File: config.mk
export PLATFORM = sky130hd
export DESIGN_NAME = spsms_slave
export DESIGN_NICKNAME = d
export VERILOG_FILES = /design/src/inc/spsms_pkg.sv /design/src/hdl/spsms_sync3.sv /design/src/hdl/spsms_slave.sv
export SDC_FILE = /design/constraint.sdc
export NUM_CORES = 1
export LEC_CHECK = 0
export BUFFER_PORTS_ARGS = -buffer_cell sky130_fd_sc_hd__buf_2
export CORE_UTILIZATION = 28
export CTS_CLUSTER_DIAMETER = 40
export DETAILED_ROUTE_END_ITERATION = 6
export HOLD_SLACK_MARGIN = 0.05
export SYNTH_ARGS = -nofsm -noshare
export SYNTH_HDL_FRONTEND = slang
export SYNTH_SLANG_ARGS = --single-unit
File: constraint.sdc
create_clock -name core_clk -period 2.7 [get_ports core_clk]
set_input_delay 0.135 -clock core_clk [delete_from_list [all_inputs] [get_ports core_clk]]
set_output_delay 0.135 -clock core_clk [all_outputs]
set_load 0.02 [all_outputs]
File: src/inc/spsms_pkg.sv
// constants, field positions and state encoding for the socket power smbus slave
// assumes the includer imports the whole package
package spsms_pkg;

  // ----------------------------------------------------------------
  // addresses
  // ----------------------------------------------------------------
  localparam logic [6:0] IPTR_ADDR = 7'h0c;
  localparam logic [4:0] CHAN_ADDR_BASE = 5'h14;
  localparam logic IPTR_LSB = 1'b0;

  // ----------------------------------------------------------------
  // command byte fields
  // ----------------------------------------------------------------
  localparam int B_LATCH_TARGET = 7;
  localparam int B_MAIN_ON = 6;
  localparam int B_LEVEL_SEL = 5;
  localparam int B_MAIN_FLOAT = 4;
  localparam int B_PROG_ON = 3;
  localparam int B_PROG_HIGH = 2;
  localparam int B_PROG_FLOAT = 1;
  localparam int B_IRQ_MASK = 0;

  // ----------------------------------------------------------------
  // status byte fields and reset values
  // ----------------------------------------------------------------
  localparam int S_FAULT_TOP = 7;
  localparam int S_VARIANT = 2;
  localparam logic VARIANT_DUAL = 1'b0;
  localparam logic [1:0] STATUS_RSVD = 2'h0;
  localparam logic [6:0] CMD_RESET = 7'h00;
  localparam logic [4:0] FAULT_RESET = 5'h00;
  localparam logic [3:0] BITS_PER_BYTE = 4'h8;
  localparam int SYNC_W = 9;

  // ----------------------------------------------------------------
  // link states, gray along address, ack, data, ack
  // ----------------------------------------------------------------
  typedef enum logic [2:0] {
    ST_IDLE = 3'h0,
    ST_ADDR = 3'h1,
    ST_ADDR_ACK = 3'h3,
    ST_WDATA = 3'h2,
    ST_WDATA_ACK = 3'h6,
    ST_RDATA = 3'h7,
    ST_RDATA_ACK = 3'h5,
    ST_IGNORE = 3'h4
  } spsms_state_type;

endpackage

File: src/hdl/spsms_sync3.sv
// three-stage input synchroniser with agreement filter
// assumes inputs are asynchronous to clk; output moves when stages two and three agree
`timescale 1ns/1ps
module spsms_sync3 #(
  parameter int WIDTH = 1
) (
  // clock and reset
  input wire logic clk,
  input wire logic rst_n,
  // data
  input wire logic [WIDTH-1:0] raw,
  output logic [WIDTH-1:0] filt
);

  logic [WIDTH-1:0] s1_q, s2_q, s3_q, filt_q, filt_d;

  always_comb begin
    filt_d = filt_q;
    for (int i = 0; i < WIDTH; i++) begin
      if (s2_q[i] == s3_q[i]) begin
        filt_d[i] = s3_q[i];
      end
    end
  end

  always_ff @(posedge clk or negedge rst_n) begin
    if (!rst_n) begin
      s1_q <= '0;
      s2_q <= '0;
      s3_q <= '0;
      filt_q <= '0;
    end else begin
      s1_q <= raw;
      s2_q <= s1_q;
      s3_q <= s2_q;
      filt_q <= filt_d;
    end
  end

  assign filt = filt_q;

endmodule

File: src/hdl/spsms_slave.sv
// smbus slave control for a dual-socket power switch: addressing, command latches,
// fault latches and open-drain fault interrupt
// assumes the bus clock is slow against core_clk (at least eight core clocks per bus clock)
`timescale 1ns/1ps
// Overview of operation
// - decode interrupt-pointer address and two channel addresses picked by address select
// - writes to the interrupt-pointer address are not acknowledged nor executed
// - read of channel-A address returns one byte with faults of both channels
// - after start, seven address bits then direction bit, one means read
// - acknowledge on address match; otherwise stay off bus until next start
// - write takes exactly one byte; partial byte cut by stop or start is dropped
// - write acknowledges address byte and then the command byte
// - on stop, top bit one loads normal latch, zero loads suspend latch
// - suspend pin high applies normal latch, low applies suspend latch
// - bit 6 main on, bit 5 level, bit 4 float overriding bit 6
// - bit 3 prog on, bit 2 prog high, bit 1 float overriding bit 3
// - channel-A bit 0 masks fault interrupts; channel-B bit 0 unused
// - reset clears commands and faults: outputs grounded, interrupt unmasked
// - status bits 7 to 3 hold latched severe and overcurrent flags
// - status bit 2 is variant constant, bits 1 and 0 read zero
// - on read the slave shifts data with host clock; host ends with no-ack
// - repeated start after a write is accepted and turns the transfer to read
// - any unmasked fault pulls interrupt low at once and keeps it latched
// - interrupt-pointer read releases interrupt, sends own address, latches keep first data
// - status read clears fault latches; a present fault relatches and reasserts
// - bit arbitration on pointer reply; loser stops driving and keeps interrupt
// - slave only; the interrupt line is the only unsolicited signal
module spsms_slave
  import spsms_pkg::*;
(
  // clock and reset
  input wire logic core_clk,
  input wire logic rst_n,
  // smbus pins
  input wire logic smb_clk_pin,
  input wire logic smb_data_in,
  output logic smb_data_out,
  output logic smb_data_oe_n,
  // straps and mode pins
  input wire logic addr_sel_pin,
  input wire logic suspend_select_pin,
  // fault detectors from the analog side
  input wire logic severe_fault_det,
  input wire logic sock_a_main_oc_det,
  input wire logic sock_a_prog_oc_det,
  input wire logic sock_b_main_oc_det,
  input wire logic sock_b_prog_oc_det,
  // fault interrupt, open drain
  output logic irq_out,
  output logic irq_oe_n,
  // socket a switch controls
  output logic sock_a_main_on,
  output logic sock_a_level_sel,
  output logic sock_a_main_float,
  output logic sock_a_prog_on,
  output logic sock_a_prog_high,
  output logic sock_a_prog_float,
  // socket b switch controls
  output logic sock_b_main_on,
  output logic sock_b_level_sel,
  output logic sock_b_main_float,
  output logic sock_b_prog_on,
  output logic sock_b_prog_high,
  output logic sock_b_prog_float
);

  // ----------------------------------------------------------------
  // input synchronisation and bus conditions
  // ----------------------------------------------------------------
  logic [SYNC_W-1:0] sync_raw, sync_out;
  logic scl, sda, addr_sel, suspend_pin;
  logic [4:0] fault_now;
  logic scl_prev_q, sda_prev_q;
  logic start_ev, stop_ev, scl_rise, scl_fall;

  assign sync_raw = {severe_fault_det, sock_a_main_oc_det, sock_a_prog_oc_det, sock_b_main_oc_det,
                     sock_b_prog_oc_det, suspend_select_pin, addr_sel_pin, smb_data_in, smb_clk_pin};

  spsms_sync3 #(
    .WIDTH(SYNC_W)
  ) u_sync (
    .clk(core_clk),
    .rst_n(rst_n),
    .raw(sync_raw),
    .filt(sync_out)
  );

  assign scl = sync_out[0];
  assign sda = sync_out[1];
  assign addr_sel = sync_out[2];
  assign suspend_pin = sync_out[3];
  assign fault_now = sync_out[8:4];

  assign start_ev = scl && scl_prev_q && sda_prev_q && !sda;
  assign stop_ev = scl && scl_prev_q && !sda_prev_q && sda;
  assign scl_rise = scl && !scl_prev_q;
  assign scl_fall = !scl && scl_prev_q;

  // ----------------------------------------------------------------
  // link state machine
  // ----------------------------------------------------------------
  spsms_state_type state_q, state_d;
  logic [3:0] cnt_q, cnt_d;
  logic [7:0] sh_q, sh_d;
  logic [7:0] tx_q, tx_d;
  logic [7:0] wbyte_q, wbyte_d;
  logic rd_q, rd_d;
  logic ip_q, ip_d;
  logic chan_q, chan_d;
  logic ack_q, ack_d;
  logic pend_q, pend_d;
  logic sda_oe_n_q, sda_oe_n_d;
  logic commit, ld_status, ip_done, load;
  logic irq_pend_q;
  logic [7:0] status_byte;
  logic [6:0] chan_a_addr;
  logic [4:0] fault_lat_q;

  assign chan_a_addr = {CHAN_ADDR_BASE, addr_sel, 1'b0};
  assign status_byte = {fault_lat_q, VARIANT_DUAL, STATUS_RSVD};

  always_comb begin
    state_d = state_q;
    cnt_d = cnt_q;
    sh_d = sh_q;
    tx_d = tx_q;
    wbyte_d = wbyte_q;
    rd_d = rd_q;
    ip_d = ip_q;
    chan_d = chan_q;
    ack_d = ack_q;
    pend_d = pend_q;
    sda_oe_n_d = sda_oe_n_q;
    commit = 1'b0;
    ip_done = 1'b0;
    load = 1'b0;
    if (start_ev) begin
      // a repeated start also executes a finished write
      commit = pend_q;
      pend_d = 1'b0;
      state_d = ST_ADDR;
      cnt_d = '0;
      sda_oe_n_d = 1'b1;
    end else if (stop_ev) begin
      commit = pend_q;
      pend_d = 1'b0;
      state_d = ST_IDLE;
      sda_oe_n_d = 1'b1;
    end else begin
      case (state_q)
        ST_ADDR: begin
          if (scl_rise) begin
            sh_d = {sh_q[6:0], sda};
            cnt_d = cnt_q + 4'h1;
          end else if (scl_fall && cnt_q == BITS_PER_BYTE) begin
            cnt_d = '0;
            rd_d = sh_q[0];
            chan_d = sh_q[1];
            if (sh_q[7:1] == IPTR_ADDR && sh_q[0] && irq_pend_q) begin
              // only an interrupting device answers the pointer
              ip_d = 1'b1;
              state_d = ST_ADDR_ACK;
              sda_oe_n_d = 1'b0;
            end else if (sh_q[7:3] == CHAN_ADDR_BASE && sh_q[2] == addr_sel) begin
              ip_d = 1'b0;
              state_d = ST_ADDR_ACK;
              sda_oe_n_d = 1'b0;
            end else begin
              state_d = ST_IGNORE;
            end
          end
        end
        ST_ADDR_ACK: begin
          if (scl_fall) begin
            sda_oe_n_d = 1'b1;
            if (rd_q) begin
              load = 1'b1;
            end else begin
              state_d = ST_WDATA;
            end
          end
        end
        ST_WDATA: begin
          if (scl_rise) begin
            sh_d = {sh_q[6:0], sda};
            cnt_d = cnt_q + 4'h1;
          end else if (scl_fall && cnt_q == BITS_PER_BYTE) begin
            wbyte_d = sh_q;
            state_d = ST_WDATA_ACK;
            sda_oe_n_d = 1'b0;
          end
        end
        ST_WDATA_ACK: begin
          if (scl_fall) begin
            sda_oe_n_d = 1'b1;
            pend_d = 1'b1;
            // exactly one byte per write, the rest is left unanswered
            state_d = ST_IGNORE;
          end
        end
        ST_RDATA: begin
          if (scl_rise) begin
            cnt_d = cnt_q + 4'h1;
            if (tx_q[7] && !sda) begin
              // lost arbitration: drop off, interrupt stays pending
              state_d = ST_IGNORE;
              sda_oe_n_d = 1'b1;
            end
          end else if (scl_fall) begin
            if (cnt_q == BITS_PER_BYTE) begin
              sda_oe_n_d = 1'b1;
              ip_done = ip_q;
              state_d = ST_RDATA_ACK;
            end else begin
              tx_d = {tx_q[6:0], 1'b0};
              sda_oe_n_d = tx_q[6];
            end
          end
        end
        ST_RDATA_ACK: begin
          if (scl_rise) begin
            ack_d = !sda;
          end else if (scl_fall) begin
            if (ack_q) begin
              load = 1'b1;
            end else begin
              state_d = ST_IGNORE;
            end
          end
        end
        default: begin
          state_d = state_q;
        end
      endcase
    end
    ld_status = load && !ip_q;
    if (load) begin
      // first bit goes out on the falling edge that ends the ack slot
      tx_d = ip_q ? {chan_a_addr, IPTR_LSB} : status_byte;
      sda_oe_n_d = tx_d[7];
      cnt_d = '0;
      state_d = ST_RDATA;
    end
  end

  always_ff @(posedge core_clk or negedge rst_n) begin
    if (!rst_n) begin
      scl_prev_q <= 1'b0;
      sda_prev_q <= 1'b0;
      state_q <= ST_IDLE;
      cnt_q <= '0;
      sh_q <= '0;
      tx_q <= '0;
      wbyte_q <= '0;
      rd_q <= 1'b0;
      ip_q <= 1'b0;
      chan_q <= 1'b0;
      ack_q <= 1'b0;
      pend_q <= 1'b0;
      sda_oe_n_q <= 1'b1;
    end else begin
      scl_prev_q <= scl;
      sda_prev_q <= sda;
      state_q <= state_d;
      cnt_q <= cnt_d;
      sh_q <= sh_d;
      tx_q <= tx_d;
      wbyte_q <= wbyte_d;
      rd_q <= rd_d;
      ip_q <= ip_d;
      chan_q <= chan_d;
      ack_q <= ack_d;
      pend_q <= pend_d;
      sda_oe_n_q <= sda_oe_n_d;
    end
  end

  // ----------------------------------------------------------------
  // command latches, fault latches, interrupt and switch outputs
  // ----------------------------------------------------------------
  logic [6:0] norm_a_q, norm_a_d, norm_b_q, norm_b_d;
  logic [6:0] susp_a_q, susp_a_d, susp_b_q, susp_b_d;
  logic [6:0] apply_a, apply_b;
  logic [4:0] fault_lat_d;
  logic irq_pend_d, irq_oe_n_q, irq_oe_n_d;
  logic [11:0] out_q, out_d;

  assign apply_a = suspend_pin ? norm_a_q : susp_a_q;
  assign apply_b = suspend_pin ? norm_b_q : susp_b_q;

  always_comb begin
    norm_a_d = norm_a_q;
    norm_b_d = norm_b_q;
    susp_a_d = susp_a_q;
    susp_b_d = susp_b_q;
    if (commit) begin
      if (wbyte_q[B_LATCH_TARGET]) begin
        if (chan_q) begin
          norm_b_d = wbyte_q[6:0];
        end else begin
          norm_a_d = wbyte_q[6:0];
        end
      end else begin
        if (chan_q) begin
          susp_b_d = wbyte_q[6:0];
        end else begin
          susp_a_d = wbyte_q[6:0];
        end
      end
    end
    // latches hold the first capture until a status read; a new fault wins over the clear
    fault_lat_d = ld_status ? FAULT_RESET : fault_lat_q;
    if (fault_lat_d == FAULT_RESET) begin
      fault_lat_d = fault_now;
    end
    // set wins over clear so a lasting fault reasserts at once
    irq_pend_d = (irq_pend_q && !(ip_done || ld_status)) || (|fault_now);
    // mask from channel a only; channel b bit 0 is ignored
    irq_oe_n_d = !(irq_pend_d && !apply_a[B_IRQ_MASK]);
    // float overrides the on bit
    out_d = {apply_b[B_MAIN_ON] && !apply_b[B_MAIN_FLOAT], apply_b[B_LEVEL_SEL], apply_b[B_MAIN_FLOAT],
             apply_b[B_PROG_ON] && !apply_b[B_PROG_FLOAT], apply_b[B_PROG_HIGH], apply_b[B_PROG_FLOAT],
             apply_a[B_MAIN_ON] && !apply_a[B_MAIN_FLOAT], apply_a[B_LEVEL_SEL], apply_a[B_MAIN_FLOAT],
             apply_a[B_PROG_ON] && !apply_a[B_PROG_FLOAT], apply_a[B_PROG_HIGH], apply_a[B_PROG_FLOAT]};
  end

  always_ff @(posedge core_clk or negedge rst_n) begin
    if (!rst_n) begin
      norm_a_q <= CMD_RESET;
      norm_b_q <= CMD_RESET;
      susp_a_q <= CMD_RESET;
      susp_b_q <= CMD_RESET;
      fault_lat_q <= FAULT_RESET;
      irq_pend_q <= 1'b0;
      irq_oe_n_q <= 1'b1;
      out_q <= '0;
    end else begin
      norm_a_q <= norm_a_d;
      norm_b_q <= norm_b_d;
      susp_a_q <= susp_a_d;
      susp_b_q <= susp_b_d;
      fault_lat_q <= fault_lat_d;
      irq_pend_q <= irq_pend_d;
      irq_oe_n_q <= irq_oe_n_d;
      out_q <= out_d;
    end
  end

  // ----------------------------------------------------------------
  // pin drivers: both lines only ever pull low
  // ----------------------------------------------------------------
  logic low_q;

  always_ff @(posedge core_clk or negedge rst_n) begin
    if (!rst_n) begin
      low_q <= 1'b0;
    end else begin
      low_q <= 1'b0;
    end
  end

  assign smb_data_out = low_q;
  assign smb_data_oe_n = sda_oe_n_q;
  assign irq_out = low_q;
  assign irq_oe_n = irq_oe_n_q;
  assign sock_a_prog_float = out_q[0];
  assign sock_a_prog_high = out_q[1];
  assign sock_a_prog_on = out_q[2];
  assign sock_a_main_float = out_q[3];
  assign sock_a_level_sel = out_q[4];
  assign sock_a_main_on = out_q[5];
  assign sock_b_prog_float = out_q[6];
  assign sock_b_prog_high = out_q[7];
  assign sock_b_prog_on = out_q[8];
  assign sock_b_main_float = out_q[9];
  assign sock_b_level_sel = out_q[10];
  assign sock_b_main_on = out_q[11];

endmodule

==> flow_metrics.tcl <==
set metrics [dict create \
    period_needed_ns 2.34 \
    min_path_type "in -> async" \
    tns_ns 0 \
    layout_worst_path_cycle_share 0.867 \
    tightest_slew_ns 0.682 \
    dieHeight_um 133 \
    synth_top_family_by_area "multiplexers" \
    regArea_um2 2960 \
    synth_top_flop_cell "dfrtp_1" \
    coreArea_um2 16700 \
    fillers 1649 \
    drv_slew 0 \
    seq_area_frac_synth 0.611 \
    setup_viol 0 \
    met3_length_um 452 \
    endpoint_kind "flop" \
    wire_per_inst_um 13.9 \
    grt_pass1_wl_um 15900 \
    hold_violations 0 \
    synth_edf_count 0 \
    drc_errors 0 \
    crit_fanout 11 \
    clockRootBuffer "clkbuf_16" \
    first_pass_iters 5 \
    area_delta_synth_final_pct 22.3 \
    layout-drive-gt1-share 0.278 \
    globalplace.congestion 0.815 \
    crit_required_ns 3.02 \
    numCtsBuffers 17 \
    synth_area_leaders "dfrtp_1 (60%), mux2_2 (9.8%), mux2_4 (2.2%)" \
    die_w_um 133 \
    synthAdderAreaFrac 0.0315 \
    highest_layer "met4" \
    grt_setup_unrepaired "false" \
    synthTopCellsByCount "dfrtp_1 (116), mux2_2 (42), nand2_1 (28)" \
    via_per_inst 4.69 \
    cp.arrival_ns 2.67 \
    power_density_nw_per_um2 867 \
    fin_skew_ns 0.0160 \
    nNetsFinal 436 \
    io_pins 27 \
    max_stage_delay_ns 0.39 \
    grt_pass1_vias 3152 \
    clock_latency_ns 0.41 \
    yosysTopAreaCell "dfrtp_1" \
    track_usage 0.114 \
    drt-met1-wl_um 4240 \
    yosysMostFrequentCell "dfrtp_1" \
    p_leak_nw 2.73 \
    synthDistinctLibCells 61 \
    diodes 0 \
    antenna_found_initial 0 \
    clock_path_buffers 2 \
    cpMaxStageDelayCell "dfrtp_1" \
    synth_top_area_share 0.600 \
    irDropWorstVdd_v 0.000488 \
    critical_path_class "reg -> reg" \
    path_clk_slew_ns 0.05 \
    wl_met2_um 4280 \
    drt-total-wl_um 9030 \
    synth_cells 375 \
    fmax_mhz 427 \
    relSlewSlack 0.545 \
    yosys_warnings 0 \
    synth-simple-area-share 0.106 \
    synth_compound_area_frac 0.0903 \
    ys_async_sr_fraction 1.00 \
    rows 47 \
    grt_max_degree 69 \
    synth_area_per_cell_um2 12.9 \
    cp-start-kind "flop" \
    multiInputGateArea_um2 1760 \
    grt-ovfl-total 0 \
    die_area_um2 17800 \
    max_cap_violations 0 \
    dr_total_vias 3051 \
    antenna_left 0 \
    dp_hpwl_um 6170 \
    status "finished clean" \
    drt-initial-drc-count 247 \
    cts.sinks 118 \
    cts_max_level 4 \
    cp_cell_sequence "inv_1, ha_1, and2b_1, a22oi_2, or3_1, o311ai_0, nand3_1, nand2_1" \
    pre_cts_slack_ns 0.333 \
    synth_xor_area_frac 0.00543 \
    initial_utilization 0.290 \
    portBuffers 24 \
    muxShareOfSynthArea 0.130 \
    cts_tree "done" \
    synth-seq-cells 118 \
    setup_slack_ns 0.358 \
    synth_area_um2 4840 \
]
==> state kept, by name, indices dropped and copies added, names as in the netlist, 7 cells and up <==
signal / cells
u_sync.s2_q: 9
u_sync.s3_q: 9
wbyte_q: 8
u_sync.s1_q: 9
susp_a_q: 7
norm_a_q: 7
sh_q: 8
out_q: 12
u_sync.filt: 9
==> per-layer routing <==
layer | global-route usage | up-vias
met5 | 0 | -
met4 | 0.0461 | 0
met3 | 0.0339 | 6
met2 | 0.174 | 88
met1 | 0.151 | 1518
li1 | - | 1439
==> worst max-delay path: cells and delay by family, from the launching register on <==
| kind | cells | cell delay, ns |
|---|---|---|
| DFF | 1 | 0.39 |
| AOI/OAI and AO/OA | 2 | 0.61 |
| adders and majority gates | 1 | 0.33 |
| and+or+nand+nor | 4 | 0.87 |
| buffers and inverters | 1 | 0.06 |
==> through the flow <==
step                      cell area (um^2)   util  hold slack (ns)  total power, mW  instances
final                                 5920  0.354            0.311             5.13        651
after global routing                  5920  0.354            0.355             5.39        651
after CTS                             5920  0.354            0.325             5.18        651
after detailed placement              5210  0.312            0.212             2.86        611
after global placement                5210  0.312            0.201             2.83        611
after floorplan                       4840      -           -0.161             2.63        376
==> cell type report <==
cell class,instances,share of cell area
tap,220,0.0465
timing repair buffer,40,0.0474
multi-input combinational,232,0.298
clock inverter,10,0.0262
clock buffer,20,0.0755
inverter,11,0.00698
sequential,118,0.500
==> worst paths after layout <==
kind | from | end | slack (ns) | cells after the start
max in group asynchronous | rst_n | smb_data_oe_n | 1.56 | 3
min reg2reg | u_sync.s1_q[0] | u_sync.s2_q[0] | 0.34 | 0
max reg2reg | scl_prev_q | irq_oe_n | 0.36 | 8
min | rst_n | norm_a_q[5] | 0.31 | 2
min in group core_clk | u_sync.s1_q[0] | u_sync.s2_q[0] | 0.34 | 0
max | scl_prev_q | irq_oe_n | 0.36 | 8
==> cells in the final DEF, fill, tap and decap left out, drive strengths merged, types with 4 or more instances in the layout <==
cell type	count
a21oi	10
a22o	6
a22oi	5
buf	30
bufinv	4
clkbuf	20
clkinv	4
dfrtp	116
dlygate4sd3	10
ha	5
inv	11
maj3	9
mux2	49
mux2i	5
nand2	28
nand2b	6
nand3	8
nor2	18
nor3	5
o21ai	22
o22ai	4
or4	5
==> what timing repair did <==
item | in CTS | in global routing
gates resized for setup | 0 | 0
buffers inserted | 0 | 0
hold endpoints to repair | 59 | 0
endpoints found under the setup margin | 0 | 0
hold buffers | 10 | 0
==> cells by family (layout without fill, tap and decap cells) <==
kind of cell / count (synthesis) / count (layout)
adders and majority gates: 14 / 14
buffers and inverters: 26 / 81
AOI/OAI and AO/OA: 65 / 65
xor gates and xnor gates: 3 / 3
and+or+nand+nor: 94 / 94
other: 1 / 2
muxes: 54 / 54
DFF: 118 / 118
==> power breakdown <==
group,internal (mW),switching [mW]
registers,1.94,0.208
clock network,1.55,0.733
logic,0.297,0.404
Power figures use the tool's default switching activity.
